<file path="src/common/rtc_irq_regs.svh">
`ifndef RTC_IRQ_REGS_SVH
`define RTC_IRQ_REGS_SVH

// Register indexes, byte address is four times the index
`define CTRL_IDX 23'h1FFFF6
`define FLAGS_IDX 23'h1FFFE0
`define MASK_IDX 23'h1FFFE1

// Reset values
`define CTRL_RESET 8'h00
`define MASK_RESET 3'h0
`define FLAGS_RESET 3'h0

// Control register field positions
`define BIT_WATCHDOG_IRQ_ENABLE 7
`define BIT_ALARM_IRQ_ENABLE 6
`define BIT_POWERFAIL_IRQ_ENABLE 5
`define BIT_SQUARE_WAVE_ENABLE 4
`define BIT_ACTIVE_HIGH 3
`define BIT_PULSE_MODE 2
`define BIT_WAVE_FREQ_SELECT_HI 1
`define BIT_WAVE_FREQ_SELECT_LO 0

// Flags and mask field positions
`define FLAG_WATCHDOG 0
`define FLAG_ALARM 1
`define FLAG_POWERFAIL 2
`define FLAG_COUNT 3

// Timing
`define SYS_CLK_HZ 10000000
`define PULSE_TIME_MS 200
`define PULSE_CYCLES (`PULSE_TIME_MS * (`SYS_CLK_HZ / 1000))

// Time base tick rate and half periods in ticks per frequency
`define WAVE_TICK_HZ 65536
`define WAVE_HZ_SLOW 1
`define WAVE_HZ_512 512
`define WAVE_HZ_4096 4096
`define WAVE_HZ_FAST 32768
`define HALF_TICKS(f) (`WAVE_TICK_HZ / (2 * (f)))

`endif

</file>
<file path="src/common/rtc_irq_pkg.sv">
package rtc_irq_pkg;

	// Square wave frequency selection, codes 00 to 11
	typedef enum logic [1:0] {
		FREQ_SLOW,
		FREQ_512,
		FREQ_4096,
		FREQ_FAST
	} wave_freq_t;

	// Interrupt pin state
	typedef enum logic [1:0] {
		PIN_IDLE,
		PIN_PULSE,
		PIN_LEVEL
	} pin_state_t;

endpackage

</file>
<file path="src/common/irq_ctrl_if.sv">
`timescale 1ns/1ps
interface irq_ctrl_if;
	logic osc_tick;
	rtc_irq_pkg::wave_freq_t freq_sel;
	logic wave_en;
	logic wave;
	logic pulse_start;
	logic pulse_busy;

	modport wave_side (input osc_tick, input freq_sel, input wave_en, output wave);
	modport timer_side (input pulse_start, output pulse_busy);
	modport ctrl_side (output osc_tick, output freq_sel, output wave_en, output pulse_start,
		input wave, input pulse_busy);
endinterface

</file>
<file path="src/hdl/square_wave_gen.sv">
`timescale 1ns/1ps
`include "rtc_irq_regs.svh"
module square_wave_gen #(
	parameter int CNT_W = 16
) (
	// Clock and reset
	input wire logic i_sys_clk,
	input wire logic i_rst_n,
	// Control side
	irq_ctrl_if.wave_side link
);
	localparam logic [CNT_W-1:0] HALF_SLOW = CNT_W'(`HALF_TICKS(`WAVE_HZ_SLOW));
	localparam logic [CNT_W-1:0] HALF_512 = CNT_W'(`HALF_TICKS(`WAVE_HZ_512));
	localparam logic [CNT_W-1:0] HALF_4096 = CNT_W'(`HALF_TICKS(`WAVE_HZ_4096));
	localparam logic [CNT_W-1:0] HALF_FAST = CNT_W'(`HALF_TICKS(`WAVE_HZ_FAST));

	// Counter must hold the longest half period
	if ((2 ** CNT_W) <= `HALF_TICKS(`WAVE_HZ_SLOW)) begin : g_chk
		$error("square_wave_gen: CNT_W too small");
	end

	logic [CNT_W-1:0] cnt_q, cnt_d, half;
	logic wave_q, wave_d;

	// Half period from frequency selection
	always_comb begin
		unique case (link.freq_sel)
			rtc_irq_pkg::FREQ_SLOW: half = HALF_SLOW;
			rtc_irq_pkg::FREQ_512: half = HALF_512;
			rtc_irq_pkg::FREQ_4096: half = HALF_4096;
			rtc_irq_pkg::FREQ_FAST: half = HALF_FAST;
		endcase
	end

	// Toggle after each half period, idle low when disabled
	always_comb begin
		cnt_d = cnt_q;
		wave_d = wave_q;
		if (!link.wave_en) begin
			cnt_d = '0;
			wave_d = 1'b0;
		end else if (link.osc_tick) begin
			if (cnt_q >= half - CNT_W'(1)) begin
				cnt_d = '0;
				wave_d = ~wave_q;
			end else begin
				cnt_d = cnt_q + CNT_W'(1);
			end
		end
	end

	always_ff @(posedge i_sys_clk) begin
		if (!i_rst_n) begin
			cnt_q <= '0;
			wave_q <= 1'b0;
		end else begin
			cnt_q <= cnt_d;
			wave_q <= wave_d;
		end
	end

	assign link.wave = wave_q;
endmodule

</file>
<file path="src/hdl/pulse_timer.sv">
`timescale 1ns/1ps
module pulse_timer #(
	parameter int PULSE_CYCLES = 2000000
) (
	// Clock and reset
	input wire logic i_sys_clk,
	input wire logic i_rst_n,
	// Control side
	irq_ctrl_if.timer_side link
);
	localparam int CW = $clog2(PULSE_CYCLES + 1);

	if (PULSE_CYCLES < 8) begin : g_chk
		$error("pulse_timer: PULSE_CYCLES below 8");
	end

	logic [CW-1:0] cnt_q, cnt_d;

	// Load on start, restart on a new start, count down to zero
	always_comb begin
		cnt_d = cnt_q;
		if (link.pulse_start) begin
			cnt_d = CW'(PULSE_CYCLES);
		end else if (cnt_q != '0) begin
			cnt_d = cnt_q - CW'(1);
		end
	end

	always_ff @(posedge i_sys_clk) begin
		if (!i_rst_n) begin
			cnt_q <= '0;
		end else begin
			cnt_q <= cnt_d;
		end
	end

	assign link.pulse_busy = (cnt_q != '0);
endmodule

</file>
<file path="src/hdl/rtc_interrupt_output_control.sv">
// Functional notes
// - Enabled watchdog timeout drives pin, sets flag
// - Disabled watchdog timeout only sets flag
// - Alarm match drives pin when enabled, flags
// - Square wave enable drives selected wave
// - Square wave wins over interrupt logic
// - During wave, events only set flags
// - Pulse mode holds pin about 200 ms
// - Level mode holds pin until flags read
`timescale 1ns/1ps
`include "rtc_irq_regs.svh"
module rtc_interrupt_output_control #(
	parameter int ADDR_W = 25,
	parameter int PULSE_CYCLES = `PULSE_CYCLES
) (
	// Clock and reset
	input wire logic i_sys_clk,
	input wire logic i_rst_n,
	// Wishbone slave
	input wire logic i_wb_cyc,
	input wire logic i_wb_stb,
	input wire logic i_wb_we,
	input wire logic [ADDR_W-1:0] i_wb_adr,
	input wire logic [31:0] i_wb_dat,
	input wire logic [3:0] i_wb_sel,
	output logic [31:0] o_wb_dat,
	output logic o_wb_ack,
	// Oscillator time base, one-cycle strobe at 65.536 kHz
	input wire logic i_osc_tick,
	// Event strobes
	input wire logic i_watchdog_timeout,
	input wire logic i_alarm_match,
	input wire logic i_powerfail_detect,
	// Interrupt pin
	output logic o_int_o,
	output logic o_int_oe,
	// System interrupt
	output logic o_irq
);
	if (ADDR_W != 25) begin : g_chk
		$error("rtc_interrupt_output_control: ADDR_W must be 25");
	end

	irq_ctrl_if u_link ();

	logic [7:0] ctrl_q, ctrl_d;
	logic [`FLAG_COUNT-1:0] flags_q, flags_d, mask_q, mask_d, ev, en_ev;
	logic ack_q, ack_d;
	logic [31:0] rdat_q, rdat_d;
	logic irq_q, irq_d;
	logic int_o_q, int_o_d, int_oe_q, int_oe_d;
	rtc_irq_pkg::pin_state_t state_q, state_d;
	logic req, commit, hit_ctrl, hit_flags, hit_mask, flags_read, fire;
	logic wave_on, active_high, pulse_mode, pin_active;

	// Submodules
	square_wave_gen u_wave (
		.i_sys_clk(i_sys_clk),
		.i_rst_n(i_rst_n),
		.link(u_link.wave_side)
	);

	pulse_timer #(
		.PULSE_CYCLES(PULSE_CYCLES)
	) u_timer (
		.i_sys_clk(i_sys_clk),
		.i_rst_n(i_rst_n),
		.link(u_link.timer_side)
	);

	// Control field decode
	assign wave_on = ctrl_q[`BIT_SQUARE_WAVE_ENABLE];
	assign active_high = ctrl_q[`BIT_ACTIVE_HIGH];
	assign pulse_mode = ctrl_q[`BIT_PULSE_MODE];

	// Event vector and enabled events
	assign ev[`FLAG_WATCHDOG] = i_watchdog_timeout;
	assign ev[`FLAG_ALARM] = i_alarm_match;
	assign ev[`FLAG_POWERFAIL] = i_powerfail_detect;
	assign en_ev[`FLAG_WATCHDOG] = i_watchdog_timeout & ctrl_q[`BIT_WATCHDOG_IRQ_ENABLE];
	assign en_ev[`FLAG_ALARM] = i_alarm_match & ctrl_q[`BIT_ALARM_IRQ_ENABLE];
	assign en_ev[`FLAG_POWERFAIL] = i_powerfail_detect & ctrl_q[`BIT_POWERFAIL_IRQ_ENABLE];
	// Pin action suppressed while the wave owns the pin
	assign fire = (|en_ev) & ~wave_on;

	// Links to submodules
	assign u_link.osc_tick = i_osc_tick;
	assign u_link.wave_en = wave_on;
	assign u_link.freq_sel = rtc_irq_pkg::wave_freq_t'({ctrl_q[`BIT_WAVE_FREQ_SELECT_HI],
		ctrl_q[`BIT_WAVE_FREQ_SELECT_LO]});
	assign u_link.pulse_start = fire & pulse_mode;

	// Bus decode
	assign req = i_wb_cyc & i_wb_stb;
	assign commit = req & ack_q;
	assign hit_ctrl = (i_wb_adr[ADDR_W-1:2] == `CTRL_IDX);
	assign hit_flags = (i_wb_adr[ADDR_W-1:2] == `FLAGS_IDX);
	assign hit_mask = (i_wb_adr[ADDR_W-1:2] == `MASK_IDX);
	assign flags_read = commit & ~i_wb_we & hit_flags;

	// Bus answer, one wait cycle, unmapped reads return zero
	always_comb begin
		ack_d = req & ~ack_q;
		rdat_d = rdat_q;
		if (req & ~ack_q) begin
			if (hit_ctrl) begin
				rdat_d = {24'h000000, ctrl_q};
			end else if (hit_flags) begin
				rdat_d = {29'h00000000, flags_q};
			end else if (hit_mask) begin
				rdat_d = {29'h00000000, mask_q};
			end else begin
				rdat_d = 32'h00000000;
			end
		end
	end

	always_ff @(posedge i_sys_clk) begin
		if (!i_rst_n) begin
			ack_q <= 1'b0;
			rdat_q <= 32'h00000000;
		end else begin
			ack_q <= ack_d;
			rdat_q <= rdat_d;
		end
	end

	// Registers: writes at the acknowledged edge, flags cleared by read, set wins
	always_comb begin
		ctrl_d = ctrl_q;
		mask_d = mask_q;
		flags_d = flags_q;
		if (commit & i_wb_we & i_wb_sel[0]) begin
			if (hit_ctrl) begin
				ctrl_d = i_wb_dat[7:0];
			end
			if (hit_mask) begin
				mask_d = i_wb_dat[`FLAG_COUNT-1:0];
			end
		end
		if (flags_read) begin
			flags_d = flags_q & ~rdat_q[`FLAG_COUNT-1:0]; // Keeps events newer than the capture
		end
		flags_d = flags_d | ev;
		irq_d = |(flags_d & mask_d);
	end

	always_ff @(posedge i_sys_clk) begin
		if (!i_rst_n) begin
			ctrl_q <= `CTRL_RESET;
			mask_q <= `MASK_RESET;
			flags_q <= `FLAGS_RESET;
			irq_q <= 1'b0;
		end else begin
			ctrl_q <= ctrl_d;
			mask_q <= mask_d;
			flags_q <= flags_d;
			irq_q <= irq_d;
		end
	end

	// Pin state: pulse until timer ends, level until flags read
	always_comb begin
		state_d = state_q;
		if (fire) begin
			state_d = pulse_mode ? rtc_irq_pkg::PIN_PULSE : rtc_irq_pkg::PIN_LEVEL;
		end else begin
			unique case (state_q)
				rtc_irq_pkg::PIN_IDLE: state_d = rtc_irq_pkg::PIN_IDLE;
				rtc_irq_pkg::PIN_PULSE: begin
					if (!u_link.pulse_busy) begin
						state_d = rtc_irq_pkg::PIN_IDLE;
					end
				end
				rtc_irq_pkg::PIN_LEVEL: begin
					if (flags_read) begin
						state_d = rtc_irq_pkg::PIN_IDLE;
					end
				end
				default: state_d = rtc_irq_pkg::PIN_IDLE;
			endcase
		end
	end

	assign pin_active = (state_q != rtc_irq_pkg::PIN_IDLE);

	// Pin drive: wave first, then interrupt, by polarity style
	always_comb begin
		if (active_high) begin
			int_oe_d = 1'b1;
			int_o_d = wave_on ? u_link.wave : pin_active;
		end else begin
			int_o_d = 1'b0;
			int_oe_d = wave_on ? ~u_link.wave : pin_active;
		end
	end

	always_ff @(posedge i_sys_clk) begin
		if (!i_rst_n) begin
			state_q <= rtc_irq_pkg::PIN_IDLE;
			int_o_q <= 1'b0;
			int_oe_q <= 1'b0;
		end else begin
			state_q <= state_d;
			int_o_q <= int_o_d;
			int_oe_q <= int_oe_d;
		end
	end

	assign o_wb_ack = ack_q;
	assign o_wb_dat = rdat_q;
	assign o_irq = irq_q;
	assign o_int_o = int_o_q;
	assign o_int_oe = int_oe_q;
endmodule

</file>
<file path="config.mk">
export PLATFORM = sky130hd
export DESIGN_NAME = rtc_interrupt_output_control
export DESIGN_NICKNAME = d
export VERILOG_FILES = /design/src/common/rtc_irq_pkg.sv /design/src/common/irq_ctrl_if.sv /design/src/hdl/square_wave_gen.sv /design/src/hdl/pulse_timer.sv /design/src/hdl/rtc_interrupt_output_control.sv
export VERILOG_INCLUDE_DIRS = /design/src /design/src/common
export SDC_FILE = /design/constraint.sdc
export NUM_CORES = 1
export LEC_CHECK = 0
export ABC_AREA = 1
export BUFFER_PORTS_ARGS = -buffer_cell sky130_fd_sc_hd__buf_2
export CAP_MARGIN = 30
export CORE_UTILIZATION = 40
export DETAILED_ROUTE_END_ITERATION = 8
export GPL_ROUTABILITY_DRIVEN = 0
export PLACE_DENSITY_LB_ADDON = 0.1
export SETUP_SLACK_MARGIN = 0.1
export SLEW_MARGIN = 20
export SYNTH_ARGS = -nofsm -noshare
export SYNTH_HDL_FRONTEND = slang
export SYNTH_SLANG_ARGS = --single-unit
</file>
<file path="constraint.sdc">
create_clock -name i_sys_clk -period 1.85 [get_ports i_sys_clk]
set_input_delay 0.0925 -clock i_sys_clk [delete_from_list [all_inputs] [get_ports i_sys_clk]]
set_output_delay 0.0925 -clock i_sys_clk [all_outputs]
set_load 0.1 [all_outputs]
</file>
==> results of run 1 <==
[cell usage after synthesis (3+ instances only)]
cell,n
sky130_fd_sc_hd__nand3b_1,5
sky130_fd_sc_hd__buf_4,25
sky130_fd_sc_hd__xnor2_1,4
sky130_fd_sc_hd__nor2_4,3
sky130_fd_sc_hd__inv_1,70
sky130_fd_sc_hd__xor2_1,9
sky130_fd_sc_hd__nand2_1,130
sky130_fd_sc_hd__nand3_1,37
sky130_fd_sc_hd__nand4_1,17
sky130_fd_sc_hd__ha_1,20
sky130_fd_sc_hd__nor3_1,5
sky130_fd_sc_hd__o21ai_0,23
sky130_fd_sc_hd__o21bai_1,3
sky130_fd_sc_hd__dfxtp_1,66
sky130_fd_sc_hd__nor2_1,89
sky130_fd_sc_hd__a21oi_1,42
[area by class of cell]
| cell class | instances | area, um2 | share of cell area |
|---|---|---|---|
| repair buffers | 87 | 580.6 | 0.1172 |
| multi-input cells | 433 | 2394 | 0.4831 |
| clock inverters | 6 | 91.34 | 0.01843 |
| well taps | 129 | 161.4 | 0.03258 |
| inverters | 72 | 270.3 | 0.05455 |
| flip-flops and latches | 66 | 1330 | 0.2684 |
| clock buffers | 10 | 127.6 | 0.02576 |
[registers in the layout (all words and copies together), names as in the netlist]
register and cells:
o_irq 1, flags_q 3, u_wave.link.wave 1, o_wb_dat 8
o_int_oe 1, u_wave.cnt_q 16, o_wb_ack 1, u_timer.cnt_q 21
o_int_o 1, ctrl_q 8, state_q 2, mask_q 3
[timing repair]
item / in CTS / in global routing
setup endpoints to repair: 17 / 26
cloned: 2 / 0
hold buffers: 7 / 0
setup buffers: 5 / 3
hold endpoints to repair: 7 / 0
pin swaps: 17 / 10
resized for setup: 28 / 11
[layer usage]
metal  up-vias  global-route usage  part of all wire
met1      1747              0.2608              0.47
met3        12             0.04508             0.041
li1       1995                   -                 -
met2        74              0.3535              0.48
met4         0             0.05351             0.014
met5         -                   0                 0
[worst max-delay path by stage]
stage	slack, ps	cells past startpoint	endpoint
3_5_place_dp	-180	12	u_wave.cnt_q[15]
2_1_floorplan	10	12	u_wave.cnt_q[8]
3_3_place_gp	-120	13	u_wave.cnt_q[15]
5_1_grt	-230	11	u_wave.cnt_q[7]
6_report	-150	13	u_wave.cnt_q[15]
4_1_cts	-140	12	u_wave.cnt_q[15]
[per-stage QoR]
stage	instance area, um2	setup WS, ps	TNS [ps]	power, mW	instances
floorplan	4035	11.58	0	3.310	602
global placement	4404	-118.7	-1606	3.707	774
detailed placement	4404	-181.7	-2536	3.704	774
CTS	4885	-144.6	-1988	5.084	800
global route	4955	-231.4	-3424	5.543	803
finish	4955	-146.1	-1993	5.161	803
[cell families (layout without fill, tap and decap cells)]
| family | count (synthesis) | after routing | share of synthesized area |
|---|---|---|---|
| AND/OR/NAND/NOR | 297 | 298 | 0.3327 |
| adder cells (fa/ha/maj) | 20 | 20 | 0.06392 |
| XOR/XNOR | 13 | 13 | 0.02908 |
| buffers and inverters | 104 | 175 | 0.1282 |
| AO/OA/AOI/OAI | 77 | 77 | 0.1067 |
| flip-flops | 66 | 66 | 0.3375 |
| other | 2 | 25 | 0.001918 |
[critical path: stages (launching register included)]
cell and delay [ps]:
sky130_fd_sc_hd__dfxtp_4 370, sky130_fd_sc_hd__inv_2 50, sky130_fd_sc_hd__nand2_2 50, sky130_fd_sc_hd__ha_4 280, sky130_fd_sc_hd__ha_4 200, sky130_fd_sc_hd__a21oi_2 120
sky130_fd_sc_hd__a21boi_2 190, sky130_fd_sc_hd__nand2_1 90, sky130_fd_sc_hd__nand2_2 100, sky130_fd_sc_hd__nand2_2 70, sky130_fd_sc_hd__nand2_2 100, sky130_fd_sc_hd__nand2_4 80
sky130_fd_sc_hd__buf_12 150, sky130_fd_sc_hd__nor2_2 90
[where the power goes]
| part | switching (mW) | internal (mW) | leakage, nW |
|---|---|---|---|
| Clock | 0.588 | 0.764 | 0.110 |
| Sequential | 0.150 | 1.59 | 0.539 |
| Combinational | 1.37 | 0.702 | 1.68 |
==> metrics.json, run 1 <==
{
  "detailed_routing": {
    "vias": 3828,
    "drcViolationCount": 0,
    "detail-route-antenna-nets": 0,
    "drtPass1Iterations": 4,
    "routed_via_density": 4.767,
    "detail_route.wirelength_um": 9738,
    "drtIter0Drc": 128,
    "avgRoutedWirePerCell_um": 12.13
  },
  "sta": {
    "timing.final.max_slew_violations": 0,
    "final_hold_viol_count": 0,
    "post-route-worst-setup-slack_ps": -146.1,
    "finalSetupViolations": 16,
    "period_needed_ps": 1996,
    "finalCritPeriodShare": 1.079,
    "timing.clock.skew_ps": 14.04,
    "timing.hold.ws_ps": 47.04,
    "grt_setup_unrepaired": "yes",
    "maximum_frequency_from_static_timing_analysis_mhz": 501.0
  },
  "synth": {
    "synthesis.instances": 579,
    "yosys.cell_types.count": 36,
    "synth.largest_area_cell": "sky130_fd_sc_hd__dfxtp_1",
    "syn_area_um2": 3915,
    "synth_seq_area_share": 0.3375,
    "ys_ff_latch": 66,
    "netlist_top_cells_area": "sky130_fd_sc_hd__dfxtp_1 (34%), sky130_fd_sc_hd__nand2_1 (12%), sky130_fd_sc_hd__nor2_1 (8.5%)",
    "ys_warn_count": 0,
    "asyncSetResetFlopFracSynth": 0,
    "number_of_synthesized_flops_with_an_enable_pin": 0,
    "synth_ff_type": "sky130_fd_sc_hd__dfxtp_1",
    "post_synth_top_area_share": 0.3375,
    "synth_area_per_cell_um2": 6.762
  },
  "floorplan": {
    "io-pin-count": 106,
    "core_area_um2": 9371,
    "die_area_um2": 10190,
    "die_width_um": 100.9,
    "num_rows": 35,
    "die_h_um": 100.9,
    "initial_utilization": 0.4178
  },
  "place": {
    "detailed_place_hpwl_um": 7272,
    "portBuffers": 52
  },
  "cts": {
    "tritoncts_num_sinks": 66,
    "cts_root_buffer": "sky130_fd_sc_hd__clkbuf_8",
    "cts-htree-levels": 3,
    "clock_tree_from_tritoncts": "built",
    "cts.reportedPaths.clkPinSlew_ps": 80,
    "cts_buffer_depth": 2,
    "clk_latency_ps": 350,
    "cts_made_buffers": 9
  },
  "worst_setup_path": {
    "crit-reg2reg-launch": "ctrl_q[0]",
    "endpoint_kind": "register",
    "crit_type": "register to register",
    "cp-startpoint": "ctrl_q[0]",
    "crit_arrival_ps": 2280,
    "startpoint_type": "register",
    "r2r.worst_path.cells": 13,
    "required_time_at_the_endpoint_of_the_critical_path_ps": 2140,
    "rr_endpoint": "u_wave.cnt_q[15]",
    "critical_path.max_fanout": 7,
    "setup.reg_to_reg.worst_slack_ps": -150
  },
  "min_path": {
    "whs_endpoint": "flags_q[1]",
    "hold_depth": 3,
    "holdCritStartpoint": "i_alarm_match",
    "min-delay-path-class": "input port to register"
  },
  "global_routing": {
    "first_pass_grt_wire_length_um": 16440,
    "grt_antenna_before_repair": 0,
    "grt_start_max_net_pins": 18,
    "grt_pass1_vias": 3576,
    "grt_overflow": 0,
    "globalRouteTotalUtil": 0.2060
  },
  "finish": {
    "fill_count": 944,
    "num-nets-final": 759,
    "layout.cells.most_common": "sky130_fd_sc_hd__nand2_1",
    "antenna-diode-count": 0,
    "postLayoutCoreUtil": 0.5287,
    "most-common-layout-cells": "sky130_fd_sc_hd__nand2_1 (123), sky130_fd_sc_hd__nor2_1 (80), sky130_fd_sc_hd__inv_1 (68)",
    "flow.area_growth_from_synthesis_pct": 26.56,
    "layout-drive-gt1-share": 0.2196
  },
  "status": {
    "run_status": "finished with violations",
    "violations": "negative setup slack"
  },
  "pwr": {
    "power.density_cell_area_nw_per_um2": 1042,
    "leakage_nw": 2.332,
    "peakVddDrop_mv": 0.8149
  },
  "flow_run": {
    "maxCapViolCount": 0
  }
}
(Power assumes the default switching activity.)
==> inputs of run 2 (changes only) <==
- BUFFER_PORTS_ARGS: -buffer_cell sky130_fd_sc_hd__buf_2 -> -buffer_cell sky130_fd_sc_hd__clkbuf_2
- clock period: 1.85 -> 1.9 ns (I/O delays scaled with it)
==> metrics.json, run 2 (synthesized netlist as in run 1, its figures left out) <==
{
  "sta": {
    "final_hold_viol_count": 0,
    "timing.final.max_slew_violations": 0,
    "finalCritPeriodShare": 1.055,
    "maximum_frequency_from_static_timing_analysis_mhz": 499.0,
    "worst_pin_slew_ps": 570.5,
    "finalSetupViolations": 17,
    "timing.clock.skew_ps": 7.952,
    "post-route-worst-setup-slack_ps": -103.9,
    "period_needed_ps": 2004,
    "totalNegativeSetupSlack_ps": -1526,
    "worst_slew_margin_rel": 0.6187,
    "grt_setup_unrepaired": "yes"
  },
  "global_routing": {
    "grt_antenna_before_repair": 0,
    "first_pass_grt_wire_length_um": 15910,
    "grt_overflow": 0,
    "grt_start_max_net_pins": 18,
    "globalRouteTotalUtil": 0.2000,
    "grt_pass1_vias": 3448
  },
  "worst_setup_path": {
    "cpMaxStageDelayCell": "sky130_fd_sc_hd__dfxtp_4",
    "required_time_at_the_endpoint_of_the_critical_path_ps": 2140,
    "critical_path.top_delay_family": "simple AND/OR/NAND/NOR gates",
    "worst_path_largest_cell_delay_ps": 380,
    "setup.reg_to_reg.worst_slack_ps": -100,
    "crit_type": "register to register",
    "critical_path.max_fanout": 14,
    "path_cells": "or2_4 -> ha_4 -> nand4_1 -> buf_4 -> a21oi_4 -> nor2_4 -> nand2_2 -> nand2_2 -> nand2_2 -> buf_12 -> nor2_1",
    "critical_path.most_common_cell": "sky130_fd_sc_hd__nand2_2",
    "cp_num_buf_inv": 2,
    "startpoint_type": "register",
    "crit_arrival_ps": 2250,
    "endpoint_kind": "register"
  },
  "finish": {
    "flow.area_growth_from_synthesis_pct": 24.77,
    "fill_count": 973,
    "antenna-diode-count": 0,
    "final-instance-count-excl-fill": 799,
    "largest_registers": "u_timer.cnt_q x21, u_wave.cnt_q x16",
    "largest_register": "u_timer.cnt_q",
    "multi_input_area_um2": 2365,
    "layout.area.seq_um2": 1330,
    "layout-drive-gt1-share": 0.2075,
    "largest_register_ff_count": 21,
    "most-common-layout-cells": "sky130_fd_sc_hd__nand2_1 (120), sky130_fd_sc_hd__nor2_1 (87), sky130_fd_sc_hd__inv_1 (69)",
    "num-nets-final": 756,
    "layout.cells.most_common": "sky130_fd_sc_hd__nand2_1",
    "postLayoutCoreUtil": 0.5212
  },
  "floorplan": {
    "io-pin-count": 106,
    "num_rows": 35,
    "die_h_um": 100.9,
    "core_area_um2": 9371,
    "die_width_um": 100.9,
    "die_area_um2": 10190,
    "initial_utilization": 0.4178
  },
  "cts": {
    "tritoncts_num_sinks": 66,
    "cts_made_buffers": 9,
    "clock_tree_from_tritoncts": "built",
    "cts_buffer_depth": 2,
    "clk_latency_ps": 350,
    "cts-htree-levels": 3,
    "cts.reportedPaths.clkPinSlew_ps": 80,
    "cts_root_buffer": "sky130_fd_sc_hd__clkbuf_8"
  },
  "min_path": {
    "min-delay-path-class": "input port to register"
  },
  "flow_run": {
    "maxCapViolCount": 0
  },
  "place": {
    "post-place-cells": 770,
    "dp_worst_setup_slack_ps": -147.0,
    "detailed_place_hpwl_um": 7243,
    "portBuffers": 52
  },
  "detailed_routing": {
    "drcViolationCount": 0,
    "detail_route.wirelength_um": 9673,
    "drtPass1Iterations": 5,
    "vias": 3774,
    "detail-route-antenna-nets": 0,
    "avgRoutedWirePerCell_um": 12.11,
    "routed_via_density": 4.723,
    "drtIter0Drc": 133
  },
  "pwr": {
    "peakVddDrop_mv": 0.8613,
    "leakage_nw": 2.300,
    "total_switching_power_mw": 2.007,
    "p_int_mw": 2.969,
    "power.total_mw": 4.976,
    "power_share_of_the_combinational_group": 0.393,
    "power.density_cell_area_nw_per_um2": 1019,
    "swShare": 0.4034,
    "power.sequential.fraction": 0.339,
    "clockPowerShare": 0.268
  },
  "status": {
    "run_status": "finished with violations",
    "violations": "negative setup slack"
  }
}
## run 2: changes by cell type in the layout (fill, tap and decap cells not counted), sizes merged
cell	before	now
dlygate4sd3	7	8
clkinvlp	0	1
clkinv	5	2
buf	80	24
clkbuf	10	63
## run 2: stage by stage
stage          instance area, um2  hold WS (ps)
6_report                     4885         43.40
5_1_grt                      4885         30.51
4_1_cts                      4813         23.56
3_5_place_dp                 4374         325.8
3_3_place_gp                 4374         324.1
2_1_floorplan                4035         215.6
## run 2: worst paths after layout
| path | start | depth (start not counted) | end |
|---|---|---|---|
| max | ctrl_q[1] | 11 | u_wave.cnt_q[14] |
| min | i_alarm_match | 3 | flags_q[1] |
| max reg2reg | ctrl_q[1] | 11 | u_wave.cnt_q[14] |
| min reg2reg | o_wb_dat[2] | 2 | o_wb_dat[2] |
## run 2: cell type report
| class | instances | area share |
|---|---|---|
| inverter | 72 | 0.05533 |
| clock inverter | 4 | 0.01563 |
| sequential | 66 | 0.2723 |
| multi-input combinational | 433 | 0.4841 |
| tap | 129 | 0.03304 |
| timing repair buffer | 84 | 0.1107 |
| clock buffer | 11 | 0.02894 |
## run 2: metal layers
layer | global-route usage | wire, um | part of all wire
met3 | 0.04924 | 395 | 0.041
met2 | 0.3409 | 4673 | 0.48
met1 | 0.2503 | 4526 | 0.47
met5 | 0 | 0 | 0
met4 | 0.05574 | 77 | 0.0080
## run 2: power by group through the flow
stage | clock [mW] | combinational [mW] | sequential (mW)
global route | 1.43 | 2.18 | 1.71
detailed placement | 0 | 1.90 | 1.72
floorplan | 0 | 1.49 | 1.73
global placement | 0 | 1.89 | 1.72
finish | 1.33 | 1.96 | 1.69
CTS | 1.37 | 1.92 | 1.69
## run 2: tightest hold or removal path: stages
cell                       delay [ps]
sky130_fd_sc_hd__clkbuf_2         100
sky130_fd_sc_hd__inv_1             80
sky130_fd_sc_hd__a21oi_1           70
## run 2: what timing repair did
item,CTS,global route
pin swaps,8,6
resized for setup,17,17
endpoints found under the setup margin,17,22
buffers inserted,3,4
hold buffers,8,0
gates cloned,1,0
endpoints found under the hold margin,8,0
==> inputs of run 3 (changes only) <==
- SYNTH_HIERARCHICAL: not set -> 1
==> metrics.json, run 3 <==
{
  "detailed_routing": {
    "detail_route.wirelength_um": 9417,
    "routed_via_density": 4.754,
    "drtPass1Iterations": 4,
    "avgRoutedWirePerCell_um": 12.25,
    "vias": 3656,
    "drtIter0Drc": 98,
    "drcViolationCount": 0,
    "detail-route-antenna-nets": 0
  },
  "sta": {
    "period_needed_ps": 1917,
    "finalCritPeriodShare": 1.009,
    "finalSetupViolations": 9,
    "totalNegativeSetupSlack_ps": -96.37,
    "timing.clock.skew_ps": 7.915,
    "maximum_frequency_from_static_timing_analysis_mhz": 521.8,
    "post-route-worst-setup-slack_ps": -16.52,
    "grt_setup_unrepaired": "yes",
    "worst_pin_slew_ps": 618.0,
    "final_hold_viol_count": 0,
    "worst_slew_margin_rel": 0.5865,
    "timing.final.max_slew_violations": 0
  },
  "synth": {
    "ys_ff_latch": 66,
    "netlist_top_cells_area": "sky130_fd_sc_hd__dfxtp_1 (33%), sky130_fd_sc_hd__nand2_1 (10%), sky130_fd_sc_hd__nor2_1 (7.6%)",
    "asyncSetResetFlopFracSynth": 0,
    "combinational_family_with_the_most_area_after_synthesis": "simple AND/OR/NAND/NOR gates",
    "synth_compound_gate_area_share": 0.09385,
    "post_synth_mux_area_share": 0,
    "synth_ff_type": "sky130_fd_sc_hd__dfxtp_1",
    "synth.largest_area_cell": "sky130_fd_sc_hd__dfxtp_1",
    "ys_warn_count": 6,
    "yosys.area_share.adder": 0.06277,
    "synth_area_per_cell_um2": 7.131,
    "synthXorXnorAreaFrac": 0.04394,
    "synthesis.instances": 559,
    "synth_seq_area_share": 0.3315,
    "syn_area_um2": 3986,
    "number_of_synthesized_flops_with_an_enable_pin": 0,
    "post_synth_and_or_nand_nor_area_fraction": 0.3509,
    "synth.cells.most_frequent": "sky130_fd_sc_hd__nand2_1 (111), sky130_fd_sc_hd__nor2_1 (81), sky130_fd_sc_hd__dfxtp_1 (66), sky130_fd_sc_hd__inv_1 (54), sky130_fd_sc_hd__a21oi_1 (33)",
    "leading_cell_type_by_number_of_instances_after_synthesis": "sky130_fd_sc_hd__nand2_1",
    "yosys.cell_types.count": 40,
    "post_synth_top_area_share": 0.3315
  },
  "place": {
    "dp_worst_setup_slack_ps": -134.9,
    "detailed_place_hpwl_um": 6806,
    "portBuffers": 52
  },
  "min_path": {
    "min-delay-path-class": "input port to register"
  },
  "finish": {
    "fill_count": 1008,
    "layout.cells.most_common": "sky130_fd_sc_hd__nand2_1",
    "largest_register": "u_timer/cnt_q",
    "largest_registers": "u_timer/cnt_q x21, u_wave/cnt_q x16",
    "antenna-diode-count": 0,
    "largest_register_ff_count": 21,
    "layout-drive-gt1-share": 0.2453,
    "flow.area_growth_from_synthesis_pct": 21.66,
    "num-nets-final": 721,
    "most-common-layout-cells": "sky130_fd_sc_hd__nand2_1 (105), sky130_fd_sc_hd__nor2_1 (76), sky130_fd_sc_hd__dfxtp_1 (63)"
  },
  "cts": {
    "tritoncts_num_sinks": 66,
    "cts.reportedPaths.clkPinSlew_ps": 70,
    "cts_root_buffer": "sky130_fd_sc_hd__clkbuf_8",
    "cts-htree-levels": 3,
    "cts_made_buffers": 9,
    "clock_tree_from_tritoncts": "built",
    "cts_buffer_depth": 2,
    "clk_latency_ps": 340
  },
  "global_routing": {
    "grt_start_max_net_pins": 24,
    "grt_overflow": 0,
    "grt_antenna_before_repair": 0,
    "first_pass_grt_wire_length_um": 15690,
    "globalRouteTotalUtil": 0.1927,
    "grt_pass1_vias": 3458
  },
  "worst_setup_path": {
    "crit_arrival_ps": 2150,
    "critical_path.most_common_cell": "sky130_fd_sc_hd__nand2_8",
    "cpMaxStageDelayCell": "sky130_fd_sc_hd__dfxtp_4",
    "crit_type": "register to register",
    "worst_path_largest_cell_delay_ps": 370,
    "critical_path.top_delay_family": "simple AND/OR/NAND/NOR gates",
    "path_cells": "or2_4 -> ha_1 -> nand4_1 -> nor3_1 -> nand2_2 -> nand2_4 -> nand2_8 -> nand2_8 -> nor2_2",
    "startpoint_type": "register",
    "endpoint_kind": "register",
    "critical_path.max_fanout": 8,
    "required_time_at_the_endpoint_of_the_critical_path_ps": 2130,
    "cp_num_buf_inv": 0
  },
  "status": {
    "violations": "negative setup slack",
    "run_status": "finished with violations"
  },
  "floorplan": {
    "num_rows": 36,
    "io-pin-count": 106,
    "die_h_um": 101.8,
    "die_area_um2": 10370,
    "initial_utilization": 0.4097,
    "core_area_um2": 9729,
    "die_width_um": 101.8
  },
  "pwr": {
    "power.total_mw": 5.807,
    "peakVddDrop_mv": 0.8598,
    "leakage_nw": 2.213,
    "power.density_cell_area_nw_per_um2": 1197
  },
  "flow_run": {
    "maxCapViolCount": 0
  }
}
==> run 3: worst register-to-register path, stage by stage, from the launching register on <==
cell                      delay [ps]
sky130_fd_sc_hd__dfxtp_4         370
sky130_fd_sc_hd__or2_4           300
sky130_fd_sc_hd__ha_1            310
sky130_fd_sc_hd__nand4_1         110
sky130_fd_sc_hd__nor3_1          210
sky130_fd_sc_hd__nand2_2         120
sky130_fd_sc_hd__nand2_4         110
sky130_fd_sc_hd__nand2_8          90
sky130_fd_sc_hd__nand2_8         150
sky130_fd_sc_hd__nor2_2           50
==> run 3: routing by layer <==
layer,routed length (um),vias up,GRT usage
met5,0,-,0
met4,73,0,0.05385
met2,4488,63,0.3269
met1,4492,1679,0.2441
li1,-,1906,-
met3,363,8,0.04651
==> run 3: through the flow <==
step                      instance area (um2)  hold slack, ps  utilization  instances
after floorplan                          4080           227.0            -        582
after global placement                   4319           331.6       0.4439        742
after detailed placement                 4319           338.6       0.4439        742
after CTS                                4746           2.006       0.4878        769
after global routing                     4850           17.96       0.4985        769
final                                    4850           15.81       0.4985        769
==> run 3: power by group <==
group,leakage (nW),internal [mW],total [mW],switching (mW)
combinational,1.55,0.836,2.59,1.75
clock,0.119,0.845,1.39,0.547
sequential,0.539,1.61,1.83,0.220
==> run 3: repair_timing <==
action / CTS / global route
setup endpoints to repair: 16 / 17
hold endpoints to repair: 6 / 0
hold buffers: 7 / 0
pin swaps: 8 / 8
resized for setup: 17 / 21
buffers inserted: 2 / 0
gates cloned: 2 / 0
==> run 3: final cells by class <==
| type | count | area [um2] | area share |
|---|---|---|---|
| clock inverter | 4 | 72.57 | 0.01496 |
| sequential | 66 | 1330 | 0.2743 |
| tap | 133 | 166.4 | 0.03431 |
| multi-input combinational | 428 | 2491 | 0.5137 |
| timing repair buffer | 68 | 401.6 | 0.08282 |
| inverter | 58 | 222.7 | 0.04592 |
| clock buffer | 12 | 165.2 | 0.03406 |
==> run 3: kinds of logic (layout without fill, tap and decap cells) <==
logic type / Yosys count / in the layout
other: 2 / 25
xor gates and xnor gates: 20 / 20
buffers and inverters: 90 / 142
adders and majority gates: 20 / 20
AOI/OAI and AO/OA: 67 / 67
DFF: 66 / 66
and+or+nand+nor: 294 / 296
==> run 3: worst paths after layout <==
path                                    startpoint               end  slack (ps)  depth (start not counted)
worst max-delay path                     ctrl_q[0]  u_wave/cnt_q[13]         -20                          9
worst min-delay path            i_powerfail_detect        flags_q[2]          20                          3
worst max register to register           ctrl_q[0]  u_wave/cnt_q[13]         -20                          9
worst min register to register            o_wb_ack          o_wb_ack         450                          1
